<file path="config.mk">
export PLATFORM = sky130hd
export DESIGN_NAME = reset_config_sampler
export DESIGN_NICKNAME = d
export VERILOG_FILES = /design/src/verilog/boot_strobe_gen.v /design/src/verilog/reset_config_sampler.v
export VERILOG_INCLUDE_DIRS = /design/src /design/src/verilog
export SDC_FILE = /design/constraint.sdc
export NUM_CORES = 1
export LEC_CHECK = 0
export ABC_CLOCK_PERIOD_IN_PS = 2800
export BUFFER_PORTS_ARGS = -buffer_cell sky130_fd_sc_hd__buf_2
export CAP_MARGIN = 20
export CORE_MARGIN = 3
export CORE_UTILIZATION = 40
export CTS_CLUSTER_DIAMETER = 40
export DETAILED_ROUTE_END_ITERATION = 10
export HOLD_SLACK_MARGIN = 0.08
export PLACE_DENSITY_LB_ADDON = 0.25
export SLEW_MARGIN = 30
export SYNTH_ARGS = -nofsm -noshare
export SYNTH_HDL_FRONTEND = slang
export SYNTH_HIERARCHICAL = 1
export SYNTH_SLANG_ARGS = --single-unit
</file>
<file path="constraint.sdc">
create_clock -name mclk_i -period 2.8 [get_ports mclk_i]
set_input_delay 0.84 -clock mclk_i [delete_from_list [all_inputs] [get_ports mclk_i]]
set_output_delay 0.84 -clock mclk_i [all_outputs]
set_load 0.01 [all_outputs]
</file>
<file path="src/verilog/reset_config_sampler_regs.vh">
`ifndef RESET_CONFIG_SAMPLER_REGS_VH
`define RESET_CONFIG_SAMPLER_REGS_VH

// power-on reset output hold, in clocks
`define POR_HOLD_CLOCKS        16'd512
// watchdog timeout figure and its cycle count at 200 MHz (5 ns period)
`define WDOG_TIMEOUT_MS        16
`define CLK_PERIOD_PS          5000
`define WDOG_TIMEOUT_CYCLES    ((`WDOG_TIMEOUT_MS * 64'd1000000000) / `CLK_PERIOD_PS)
// watchdog service sequence
`define WDOG_KEY_FIRST         8'h55
`define WDOG_KEY_SECOND        8'hAA
// boot chip-select strobe counts per port width
`define BOOT_PULSES_WIDE       4'd5
`define BOOT_PULSES_NARROW     4'd9
// reset vector fetch address increment per access
`define BOOT_INCR_WIDE         3'd2
`define BOOT_INCR_NARROW       3'd1
// system clock to crystal ratio with the loop running
`define PLL_MULTIPLIER         10'd512
// system protection control: watchdog enable bit position and reset value
`define SYSPROT_WDE_BIT        7
`define SYSPROT_RESET          8'h80

`endif

</file>
<file path="src/verilog/boot_strobe_gen.v">
`timescale 1ns/10ps
`default_nettype none

// counts out the boot chip-select strobes after reset
module boot_strobe_gen (
	// clock and reset
	input  wire       mclk_i,
	input  wire       srst_i,
	// control
	input  wire       start_i,
	input  wire [3:0] count_i,
	// strobe
	output reg        boot_cs_n_o,
	output reg        done_o
);

	reg [3:0] left_q;
	reg       phase_q;

	always @(posedge mclk_i) begin
		if (srst_i) begin
			left_q      <= 4'h0;
			phase_q     <= 1'b0;
			boot_cs_n_o <= 1'b1;
			done_o      <= 1'b0;
		end else if (start_i) begin
			left_q      <= count_i;
			phase_q     <= 1'b0;
			boot_cs_n_o <= 1'b1;
			done_o      <= 1'b0;
		end else if (left_q != 4'h0) begin
			// one clock low, one clock high per strobe
			phase_q     <= ~phase_q;
			boot_cs_n_o <= phase_q;
			if (phase_q) begin
				left_q <= left_q - 4'h1;
				if (left_q == 4'h1)
					done_o <= 1'b1;
			end
		end
	end

endmodule

`default_nettype wire

</file>
<file path="src/verilog/reset_config_sampler.v">
// Contract
// - mode pin high selects loop, low bypass
// - boot width bit sets port and increment
// - interrupt bit low makes pins port
// - arbitration bit high gives pins chip-select
// - level 7 held until vectors fetched
// - watchdog on after reset, timeout resets
// - clearing enable bit stops watchdog
// - protection control writable once per reset
// - breakpoint low at release enables debug
// - bus request or grant ack releases bus (the code releases only while the arbitration bit is low)
// - boot strobe five or nine pulses
// - reset output low at least 512 clocks
// - loop mode clock is 512 times crystal
`timescale 1ns/10ps
`default_nettype none
`include "reset_config_sampler_regs.vh"

module reset_config_sampler #(
	parameter [63:0] WDOG_CYCLES = `WDOG_TIMEOUT_CYCLES
) (
	// clock and reset
	input  wire        mclk_i,
	input  wire        srst_i,
	// pll status
	input  wire        pll_locked_i,
	// reset configuration straps (asynchronous pins)
	input  wire        clock_mode_select_pin_i,
	input  wire        boot_width_config_bit_i,
	input  wire        arbitration_pin_config_bit_i,
	input  wire        interrupt_pin_config_bit_i,
	input  wire        breakpoint_request_pin_n_i,
	// bus arbitration and interrupt pins (asynchronous)
	input  wire        bus_request_pin_n_i,
	input  wire        bus_grant_ack_pin_n_i,
	input  wire        level7_interrupt_request_n_i,
	// processor progress
	input  wire        vector_fetch_done_i,
	// system protection control write port
	input  wire        sysprot_wr_i,
	input  wire [7:0]  sysprot_wdata_i,
	// watchdog service write port
	input  wire        wdog_service_wr_i,
	input  wire [7:0]  wdog_service_data_i,
	// reset and clock configuration
	output reg         reset_out_n_o,
	output reg         pll_enable_o,
	output wire [9:0]  clock_multiplier_o,
	// boot configuration
	output reg         boot_port_wide_o,
	output wire [2:0]  boot_addr_incr_o,
	output wire        boot_chip_select_n_o,
	output wire        boot_strobes_done_o,
	// pin assignment
	output reg         interrupt_port_pins_o,
	output reg         arb_pins_chip_select_o,
	// processor control
	output reg         background_debug_mode_en_o,
	output reg         background_debug_mode_enter_o,
	output reg         level7_interrupt_o,
	output reg         bus_released_o,
	// watchdog
	output reg         watchdog_enable_o,
	output reg         sysprot_written_o,
	output reg         watchdog_reset_o
);

	// two-flop synchronisers for every pin
	localparam NPIN = 8;
	reg  [NPIN-1:0] sync1_q;
	reg  [NPIN-1:0] sync2_q;
	wire [NPIN-1:0] pins_raw = {level7_interrupt_request_n_i, bus_grant_ack_pin_n_i,
	                            bus_request_pin_n_i, breakpoint_request_pin_n_i,
	                            interrupt_pin_config_bit_i, arbitration_pin_config_bit_i,
	                            boot_width_config_bit_i, clock_mode_select_pin_i};

	always @(posedge mclk_i) begin
		sync1_q <= pins_raw;
		sync2_q <= sync1_q;
	end

	wire s_clk_mode     = sync2_q[0];
	wire s_width        = sync2_q[1];
	wire s_arb          = sync2_q[2];
	wire s_irqcfg       = sync2_q[3];
	wire s_break_n      = sync2_q[4];
	wire s_busreq_n     = sync2_q[5];
	wire s_grant_ack_n  = sync2_q[6];
	wire s_level7_n     = sync2_q[7];

	// reset release sequencing
	localparam ST_HOLD = 2'd0;
	localparam ST_LOCK = 2'd1;
	localparam ST_RUN  = 2'd2;

	reg [1:0]  state_q;
	reg [15:0] por_cnt_q;
	reg [63:0] wdog_cnt_q;
	reg        wdog_expired_q;
	reg        wdog_key_armed_q;
	reg        strobe_start_q;
	reg        brk_prev_q;

	localparam [7:0] SYSPROT_INIT = `SYSPROT_RESET;

	always @(posedge mclk_i) begin
		if (srst_i || wdog_expired_q) begin
			state_q        <= ST_HOLD;
			por_cnt_q      <= 16'h0000;
			reset_out_n_o  <= 1'b0;
			strobe_start_q <= 1'b0;
		end else begin
			strobe_start_q <= 1'b0;
			case (state_q)
				ST_HOLD: begin
					if (por_cnt_q < `POR_HOLD_CLOCKS - 16'd1)
						por_cnt_q <= por_cnt_q + 16'd1;
					else if (s_clk_mode)
						state_q <= ST_LOCK; // loop must lock first
					else
						state_q <= ST_RUN;
					if (por_cnt_q >= `POR_HOLD_CLOCKS - 16'd1 && !s_clk_mode) begin
						reset_out_n_o  <= 1'b1;
						strobe_start_q <= 1'b1;
					end
				end
				ST_LOCK: begin
					if (pll_locked_i) begin
						state_q        <= ST_RUN;
						reset_out_n_o  <= 1'b1;
						strobe_start_q <= 1'b1;
					end
				end
				ST_RUN: begin
					reset_out_n_o <= 1'b1;
				end
				default: state_q <= ST_HOLD;
			endcase
		end
	end

	// straps: tracked while held, frozen at release until the next reset
	wire in_reset = srst_i || wdog_expired_q || state_q != ST_RUN;

	always @(posedge mclk_i) begin
		if (srst_i) begin
			pll_enable_o               <= 1'b0;
			boot_port_wide_o           <= 1'b0;
			interrupt_port_pins_o      <= 1'b0;
			arb_pins_chip_select_o     <= 1'b0;
			background_debug_mode_en_o <= 1'b0;
		end else if (state_q != ST_RUN) begin
			// the loop choice cannot move once locking has begun
			if (state_q != ST_LOCK)
				pll_enable_o           <= s_clk_mode;
			boot_port_wide_o           <= s_width;
			interrupt_port_pins_o      <= ~s_irqcfg;
			arb_pins_chip_select_o     <= s_arb;
			background_debug_mode_en_o <= ~s_break_n;
		end
	end

	assign clock_multiplier_o = pll_enable_o ? `PLL_MULTIPLIER : 10'd1;
	assign boot_addr_incr_o   = boot_port_wide_o ? `BOOT_INCR_WIDE : `BOOT_INCR_NARROW;

	boot_strobe_gen u_boot_strobe (
		.mclk_i      (mclk_i),
		.srst_i      (srst_i || wdog_expired_q),
		.start_i     (strobe_start_q),
		.count_i     (boot_port_wide_o ? `BOOT_PULSES_WIDE : `BOOT_PULSES_NARROW),
		.boot_cs_n_o (boot_chip_select_n_o),
		.done_o      (boot_strobes_done_o)
	);

	// run-time pin effects
	reg fetch_seen_q;
	always @(posedge mclk_i) begin
		if (in_reset) begin
			fetch_seen_q                  <= 1'b0;
			level7_interrupt_o            <= 1'b0;
			bus_released_o                <= 1'b0;
			background_debug_mode_enter_o <= 1'b0;
			// follows the pin, so a pin held low through release is no entry
			brk_prev_q                    <= s_break_n;
		end else begin
			if (vector_fetch_done_i)
				fetch_seen_q <= 1'b1;
			// a level 7 request is held off until the vector fetch is done
			level7_interrupt_o <= !s_level7_n && !interrupt_port_pins_o
			                      && (fetch_seen_q || vector_fetch_done_i);
			bus_released_o <= !arb_pins_chip_select_o
			                  && (!s_busreq_n || !s_grant_ack_n);
			brk_prev_q <= s_break_n;
			if (background_debug_mode_en_o && brk_prev_q && !s_break_n)
				background_debug_mode_enter_o <= 1'b1;
		end
	end

	// watchdog and write-once protection control
	always @(posedge mclk_i) begin
		if (in_reset) begin
			watchdog_enable_o <= SYSPROT_INIT[`SYSPROT_WDE_BIT];
			sysprot_written_o <= 1'b0;
			wdog_cnt_q        <= 64'd0;
			wdog_key_armed_q  <= 1'b0;
		end else begin
			if (sysprot_wr_i && !sysprot_written_o) begin
				sysprot_written_o <= 1'b1; // later writes ignored
				watchdog_enable_o <= sysprot_wdata_i[`SYSPROT_WDE_BIT];
			end
			if (wdog_service_wr_i) begin
				if (wdog_service_data_i == `WDOG_KEY_FIRST)
					wdog_key_armed_q <= 1'b1;
				else if (wdog_service_data_i == `WDOG_KEY_SECOND && wdog_key_armed_q) begin
					wdog_key_armed_q <= 1'b0;
					wdog_cnt_q       <= 64'd0; // serviced in time
				end else
					wdog_key_armed_q <= 1'b0;
			end else if (watchdog_enable_o && wdog_cnt_q < WDOG_CYCLES - 64'd1)
				wdog_cnt_q <= wdog_cnt_q + 64'd1;
		end
	end

	always @(posedge mclk_i) begin
		if (srst_i) begin
			wdog_expired_q  <= 1'b0;
			watchdog_reset_o <= 1'b0;
		end else begin
			// one-clock internal reset on timeout restarts the release sequence
			wdog_expired_q  <= !in_reset && watchdog_enable_o
			                   && wdog_cnt_q >= WDOG_CYCLES - 64'd1;
			watchdog_reset_o <= !in_reset && watchdog_enable_o
			                   && wdog_cnt_q >= WDOG_CYCLES - 64'd1;
		end
	end

endmodule

`default_nettype wire

</file>
* Yosys cells after proc, flatten, opt, wreduce, memory -nomap -nowiden
Cells that the tools add are included.
** Operators by class
- Mux-type cells :: 21
- $lt $le $gt $ge :: 4
- Reductions and logical operators :: 38
- Eq/ne operators :: 12
- Add/subtract/negate cells :: 3
- Bitwise logic cells :: 4
** Operators by type and width (count)
- $mux W64 :: 4
- $add A64 B1 Y64 const B :: 1
- $ge A64 B22 Y1 const B :: 1
- $lt A64 B22 Y1 const B :: 1
- $add A16 B1 Y16 const B :: 1
- $ge A16 B9 Y1 const B :: 1
- $lt A16 B9 Y1 const B :: 1
- $mux W4 :: 4
- $reduce_and A3 Y1 :: 4
- $logic_and A1 B1 Y1 :: 11
- $mux W10 :: 1
- $ne A2 B2 Y1 const B :: 5
- $logic_not A1 Y1 :: 9
- $eq A8 B7 Y1 const B :: 1
- $eq A8 B8 Y1 const B :: 1
- $mux W2 :: 4
- $pmux W2 S3 :: 1
- $reduce_and A2 Y1 :: 3
- $reduce_bool A2 Y1 :: 3
- $mux W1 :: 5
- $eq A4 B1 Y1 const B :: 1
- $logic_or A1 B1 Y1 :: 4
- $ne A2 B1 Y1 const B :: 2
- $not A1 Y1 :: 4
- 9 further kinds :: 9
** Storage, ports and cells
- Input port bits :: 30
- Register bits after elaboration :: 121

* Depth between registers and ports, before layout
Gate-level depths: netlist of the first run.
- Depth in word-level cells :: 5
- Gate-level depth with buffers :: 9

* Modules after synthesis
The synthesis of the first run kept the hierarchy.
** Modules (own cells, without submodules)
- reset_config_sampler :: cells an instance 441, area each 4275.4 µm², times used 1
- boot_strobe_gen :: cells an instance 43, area each 372.9 µm², times used 1

* Worst setup path before layout of the first run
No wires, ideal clock.
- Path kind :: input-to-reg
- From :: in wdog_service_data_i[4]
- To :: reg wdog_cnt_q[17]
- Path buffers :: 1
- Stages :: 6
- Data required time :: 2730 ps
- Arrival time :: 2391 ps
- Setup slack :: 339 ps
- Cells stage by stage :: nor4bb_1 > a41o_1 > clkbuf_1 > nand4_1 > or4_1 > a21oi_1
** On the way
- Longest elaborated chain between the ends :: 4
- Elaborated cells on any way between the ends :: 6
- Classes of those cells :: eq/ne: 4; reduce/logical: 2
** RTL lines
- start, declared :: line reset_config_sampler.v:44 : input wire [7:0] wdog_service_data_i,
- $eq A8 B8 Y1 (no source line)
- $logic_and A1 B1 Y1 :: line reset_config_sampler.v:214 : else if (wdog_service_data_i == `WDOG_KEY_SECOND && wdog_key_armed_q) begin
- $ne A2 B1 Y1 (no source line)
- $reduce_and A3 Y1 (no source line) (*)
- end signal, assigned :: line reset_config_sampler.v:220 : wdog_cnt_q <= wdog_cnt_q + 64'd1;
- end, declared :: line reset_config_sampler.v:98 : reg [63:0] wdog_cnt_q;
Every way passes the cells marked *; elsewhere a longest branch is shown, timed or not.
A chain may end at the register's enable or synchronous reset.

* Final worst setup path of the first run
- From :: reg wdog_cnt_q[16]
- To :: reg wdog_cnt_q[19]
** On the way
- Longest elaborated chain between the ends :: 4
- Elaborated cells on any way between the ends :: 7
- Classes of those cells :: add/sub: 1; order compare: 1; mux: 2; reduce/logical: 3
** RTL lines
- $lt A64 B22 Y1 :: line reset_config_sampler.v:219 : end else if (watchdog_enable_o && wdog_cnt_q < WDOG_CYCLES - 64'd1)
- $logic_and A1 B1 Y1 :: line reset_config_sampler.v:219
- $reduce_bool A2 Y1 (no source line)
- $reduce_and A3 Y1 (no source line)
Several ways; a longest one is shown, not always the timed one. The select of a mux whose other input is x is not followed.

==> flow_summary.ini, run 1 <==
[global_routing]
grt_max_degree = 48
antenna_found_initial = 0
grt_remaining_overflow = 0
grt_pass1_vias = 3277
gr-usage-all-layers_pct = 14.9
grt_pass1_wl_um = 15400

[setup_path]
reg2reg_to = wdog_cnt_q[19]
reg2reg_slack_ns = 0.29
end_kind = register
reg2reg_depth = 6
worstPathMaxFanout = 36
required_ns = 3.14
worstSetupPathType = reg2reg
r2r-start = wdog_cnt_q[16]
cp.arrival_ns = 2.85
start_kind = register

[pwr]
p_int_mw = 3.18
p_leak_nw = 2.20
p_per_area_mw_per_mm2 = 790
vdd_drop_max_mv = 0.537
finalPower_mw = 4.36
clockPowerShare_pct = 44.6
pwr-share-comb_pct = 12.7
p_sw_share_pct = 27.1
switching_power_mw = 1.18
power_frac_seq_pct = 42.8

[cells_and_area]
final_nets = 568
fillCellCount = 1006
final_cell_count_no_fill = 684
drive_gt1_share_pct = 15.8
final_area_mm2 = 0.00551
antenna_cells = 0
syn2layout_area_growth_pct = 18.6

[drt]
first_iter_violations = 154
wirelength_um = 9050
avgRoutedWirePerCell_um = 13.2
first_pass_iters = 4
ant_nets = 0
vias_per_cell = 5.12
num_vias = 3499
drc = 0

[clock_tree]
cts_tree = yes
cts_max_path_buffers = 2
cts_setup_buffers = 0
clkTransAtPathRegs_ns = 0.06
cts_root_buf = clkbuf_16
clock-sinks = 121
clk_latency_ns = 0.41
htree_levels = 4
cts.repair.resized = 0
cts_hold_buf = 0
cts_made_buffers = 17

[run]
drv_cap = 0

[sta]
min_period_over_period_pct = 89.7
skew_ns = 0.00816
worst_slew_pin_slew_ns = 0.626
max_freq_ghz = 0.398
final-setup-viol-count = 0
maxSlewViolCount = 0
hold_viol_final = 0
max-slew-margin-rel_pct = 58.2
rsz0062_at_grt = false
tns_ns = 0
final.min_clock_period_ns = 2.51

[die]
row_count = 38
dieArea_mm2 = 0.0130
die_w_um = 114
core-area_mm2 = 0.0111
initial_core_util_pct = 42.0
io-pin-count = 57
die_h_um = 114

[synth]
synth_flop_cell = dfxtp_1
synth_edf_count = 0
synth_most_common_cell = dfxtp_1
ys_warn_count = 6
synth_common_cells = 121 x dfxtp_1, 52 x and2_1, 35 x nor2_1
synth-async-reset-ratio_pct = 0
ys_ff_latch = 121
syn_inst = 484
syn_area_mm2 = 0.00465
ys_seq_area_share_pct = 52.1
synth_top_area_share_pct = 52.1
synth_cell_types = 49
avgSynthCellArea_um2 = 9.60
synthTopCellsByArea = dfxtp_1 52%, and2_1 7.0%, nand4_1 3.0%
yosys.area.top_type = dfxtp_1

[place]
dp_cells = 652
port_buffers = 40
hpwl_um = 6180
place_congestion = 0.752
placed_area_mm2 = 0.00497

[worst_hold_path]
holdPathEnd = sync2_q[0]
min_from = sync1_q[0]
holdPathStages = 0
worstHoldPathType = reg2reg

[outcome]
status = finished clean
## kinds of logic (layout without fill, tap and decap cells)
kind of cell             after synthesis  in the layout  synth area share, %
AO/OA/AOI/OAI                         63             63                 9.50
XOR/XNOR                               6              6                 1.13
adder cells (fa/ha/maj)                7              7                 1.88
buffers and inverters                 48             99                 4.98
flip-flops                           121            121                 52.1
multiplexers                          12             12                 2.58
other                                  2             11                0.162
AND/OR/NAND/NOR                      225            225                 27.6
## critical path: stages (launching register included)
cell and delay, ns:
dfxtp_1 0.33, or4_1 0.55, and3_1 0.22, or4_1 0.39, buf_4 0.25, or4_1 0.54, a21oi_1 0.17
## power by group through the flow
stage / combinational [mW] / sequential, mW / clock, mW
finish: 0.553 / 1.86 / 1.94
floorplan: 0.399 / 1.89 / 0
detailed placement: 0.556 / 1.90 / 0
global route: 0.625 / 1.88 / 2.06
global placement: 0.542 / 1.89 / 0
CTS: 0.559 / 1.86 / 1.99
## registers in the layout (all words and copies together), names as in the netlist, 2 cells and up
signal,flops
sync2_q,8
u_boot_strobe/left_q,4
wdog_cnt_q,64
state_q,2
sync1_q,8
por_cnt_q,16
## metrics by stage
step           worst slack (ns)  hold WS, ns  utilization (%)
2_1_floorplan             0.339        0.310                -
3_3_place_gp              0.176        0.311             44.9
3_5_place_dp              0.136        0.313             44.9
4_1_cts                   0.295        0.326             49.8
5_1_grt                   0.210        0.331             49.8
6_report                  0.288        0.326             49.8
## cells in the final DEF, fill, tap and decap left out, types with 14 or more instances in the layout
cell and instances:
a21oi_1 20, inv_1 15, nor4_1 22, and2_1 52, dfxtp_1 121, nand4_1 22, buf_2 40, or4_1 14
clkbuf_16 17, nand2_1 22, nor2_1 35, nand3_1 15
## worst max-delay path by stage
stage | to | start | cells past startpoint
final | wdog_cnt_q[19] | wdog_cnt_q[16] | 6
after detailed placement | wdog_cnt_q[0] | wdog_service_data_i[4] | 7
after CTS | wdog_cnt_q[19] | wdog_cnt_q[16] | 6
after global placement | wdog_cnt_q[16] | wdog_service_data_i[4] | 8
after floorplan | wdog_cnt_q[17] | wdog_service_data_i[4] | 6
after global routing | wdog_cnt_q[19] | wdog_cnt_q[17] | 6
## final cells by class
type                       count  area, µm²  share of cell area (%)
timing repair buffer          52        290                    5.27
tap                          140        175                    3.18
clock buffer                  19        443                    8.04
multi-input combinational    324       2030                    36.8
inverter                      15       56.3                    1.02
sequential                   121       2420                    43.9
clock inverter                13       96.3                    1.75
## layer usage
layer,wire length (µm),global-route usage (%),vias up
li1,-,-,1818
met1,4480,19.3,1603
met2,3990,22.9,68
met3,474,5.52,10
met4,103,5.23,0
met5,0,0,-
Power figures use the tool's default switching activity.
==> run 2: changes to the inputs <==
--- a/config.mk
+++ b/config.mk
@@ -6,6 +6,7 @@
 export SDC_FILE = /design/constraint.sdc
 export NUM_CORES = 1
 export LEC_CHECK = 0
+export ABC_AREA = 1
 export ABC_CLOCK_PERIOD_IN_PS = 2800
 export BUFFER_PORTS_ARGS = -buffer_cell sky130_fd_sc_hd__buf_2
 export CAP_MARGIN = 20
@@ -14,7 +15,7 @@
 export CTS_CLUSTER_DIAMETER = 40
 export DETAILED_ROUTE_END_ITERATION = 10
 export HOLD_SLACK_MARGIN = 0.08
-export PLACE_DENSITY_LB_ADDON = 0.25
+export PLACE_DENSITY = 0.56
 export SLEW_MARGIN = 30
 export SYNTH_ARGS = -nofsm -noshare
 export SYNTH_HDL_FRONTEND = slang
==> flow_summary.ini, run 2 <==
[worst_hold_path]
min_from = sync1_q[5]
worstHoldPathType = reg2reg
holdPathStages = 0
holdPathEnd = sync2_q[5]

[setup_path]
required_ns = 3.12
worstSetupPathType = reg2reg
start_kind = register
end_kind = register
reg2reg_slack_ns = 0.75
cp_common_cell = nand2_2
r2r-start = wdog_cnt_q[0]
critPathBufInv = 1
worst_path_max_delay_cell = dfxtp_1
reg2reg_to = wdog_cnt_q[22]
cpLargestDelayFamily = simple AND/OR/NAND/NOR gates
cp.arrival_ns = 2.37
path_cells = ha_1 -> nand3_1 -> nor3_4 -> nand2_2 -> nand2_1 -> nand2_2 -> nand3_2 -> nand2_4 -> nand2_8 -> inv_8 -> nor3_1
cpPeakStageDelay_ns = 0.36
worstPathMaxFanout = 36
reg2reg_depth = 11

[pwr]
power_frac_seq_pct = 39.5
p_leak_nw = 2.48
vdd_drop_max_mv = 0.416
p_int_mw = 3.49
p_sw_share_pct = 26.5
finalPower_mw = 4.74
p_per_area_mw_per_mm2 = 780
pwr-share-comb_pct = 14.8
switching_power_mw = 1.26
clockPowerShare_pct = 45.6

[clock_tree]
clock-sinks = 121
cts_root_buf = clkbuf_16
htree_levels = 4
cts_hold_buf = 0
cts_max_path_buffers = 2
cts_made_buffers = 17
cts.repair.resized = 0
clkTransAtPathRegs_ns = 0.05
cts_setup_buffers = 0
clk_latency_ns = 0.40
cts_tree = yes

[global_routing]
grt_pass1_vias = 3782
grt_max_degree = 37
grt_remaining_overflow = 0
gr-usage-all-layers_pct = 14.6
grt_pass1_wl_um = 17200
antenna_found_initial = 0

[place]
port_buffers = 40
place_congestion = 0.806
placed_area_mm2 = 0.00549
hpwl_um = 6850
place_ws_ns = 0.524

[synth]
synth-simple-area-share_pct = 33.1
ys_seq_area_share_pct = 46.6
syn_inst = 664
synth_most_common_cell = nand2_1
synth-compound-area-share_pct = 5.78
ys_ff_latch = 121
synth_top_family_by_area = simple AND/OR/NAND/NOR gates
ys_warn_count = 6
synth_fa_ha_area_share_pct = 1.69
synth_common_cells = 135 x nand2_1, 121 x dfxtp_1, 94 x nor2_1
synth_cell_types = 37
synthMuxAreaShare_pct = 0
syn_area_mm2 = 0.00520
synth_edf_count = 0
synth-async-reset-ratio_pct = 0
avgSynthCellArea_um2 = 7.83
yosys.area.top_type = dfxtp_1
synthTopCellsByArea = dfxtp_1 47%, nand2_1 9.8%, nor2_1 6.8%
synth_xor_area_share_pct = 1.52
synth_top_area_share_pct = 46.6
synth_flop_cell = dfxtp_1

[sta]
min_period_over_period_pct = 73.2
finalWorstSetupSlack_ns = 0.752
final-setup-viol-count = 0
max_freq_ghz = 0.488
final.min_clock_period_ns = 2.05
maxSlewViolCount = 0
skew_ns = 0.00761
hold_viol_final = 0
whs_ns = 0.323
rsz0062_at_grt = false
tns_ns = 0

[drt]
num_vias = 4067
vias_per_cell = 4.53
ant_nets = 0
avgRoutedWirePerCell_um = 11.0
first_pass_iters = 5
first_iter_violations = 221
wirelength_um = 9850
drc = 0

[die]
row_count = 41
dieArea_mm2 = 0.0144
io-pin-count = 57
core-area_mm2 = 0.0127
die_h_um = 120
die_w_um = 120
initial_core_util_pct = 41.0

[cells_and_area]
drive_gt1_share_pct = 17.5
antenna_cells = 0
largest_register = wdog_cnt_q
final_nets = 749
largest_reg_flops = 64
reg_top3 = wdog_cnt_q (64), por_cnt_q (16)
layout_common_cells = 135 x nand2_1, 121 x dfxtp_1, 94 x nor2_1, 92 x inv_1, 41 x nand3_1
final_area_mm2 = 0.00608
final_common_cell = nand2_1
syn2layout_area_growth_pct = 17.0

[run]
drv_cap = 0

[outcome]
status = finished clean
## run 2: cell count changes after synthesis, moves of 13 or more
cell / change
nand3_1: +26
nor4_1: -19
a21oi_1: +13
or4_1: -14
nor3_2: +27
nand2_1: +113
inv_1: +78
nor2_1: +59
and2_1: -52
clkbuf_1: -13
nand4_1: -16
## run 2: how the worst max path moves through the flow
stage / start / end / slack (ns) / cells past startpoint
after floorplan: wdog_service_data_i[4] / wdog_cnt_q[12] / 0.85 / 9
after global placement: srst_i / wdog_cnt_q[15] / 0.54 / 9
after detailed placement: wdog_service_data_i[4] / wdog_cnt_q[17] / 0.52 / 11
after CTS: wdog_cnt_q[0] / wdog_cnt_q[29] / 0.70 / 11
after global routing: wdog_cnt_q[0] / wdog_cnt_q[29] / 0.47 / 11
final: wdog_cnt_q[0] / wdog_cnt_q[22] / 0.75 / 11
## run 2: layout make-up
class | instances | area, µm²
well taps | 172 | 215
fillers | 1270 | 6590
inverters | 96 | 368
multi-input cells | 430 | 2230
clock buffers | 25 | 475
repair buffers | 46 | 258
flip-flops and latches | 121 | 2420
clock inverters | 7 | 116
## run 2: metrics by stage
stage | utilization [%] | instances
after floorplan | - | 673
after global placement | 43.3 | 865
after detailed placement | 43.3 | 865
after CTS | 48.0 | 897
after global routing | 48.0 | 897
final | 48.0 | 897
## run 2: worst register-to-register path: cells and delay by family (launching register included)
kind	cells	cell delay, ns
buffers and inverters	1	0.13
flip-flops	1	0.36
AND/OR/NAND/NOR	9	1.22
adder cells (fa/ha/maj)	1	0.26
## run 2: power groups by stage
stage | registers [mW] | clock network [mW] | logic (mW)
after floorplan | 1.91 | 0 | 0.533
after global placement | 1.91 | 0 | 0.687
after detailed placement | 1.91 | 0 | 0.706
after CTS | 1.87 | 2.23 | 0.709
after global routing | 1.89 | 2.29 | 0.801
final | 1.88 | 2.16 | 0.703
## run 2: routing by layer
| metal | vias up | global-route usage (%) | wire length, µm |
|---|---|---|---|
| met4 | 0 | 4.72 | 97 |
| met1 | 1809 | 19.1 | 4700 |
| met2 | 79 | 23.2 | 4590 |
| met3 | 12 | 4.48 | 454 |
| li1 | 2167 | - | - |
| met5 | - | 0 | 0 |
## run 2: cells by family after synthesis
family                   Yosys count
XOR/XNOR                           9
buffers and inverters            122
adder cells (fa/ha/maj)            7
flip-flops                       121
AO/OA/AOI/OAI                     53
other                              2
AND/OR/NAND/NOR                  350
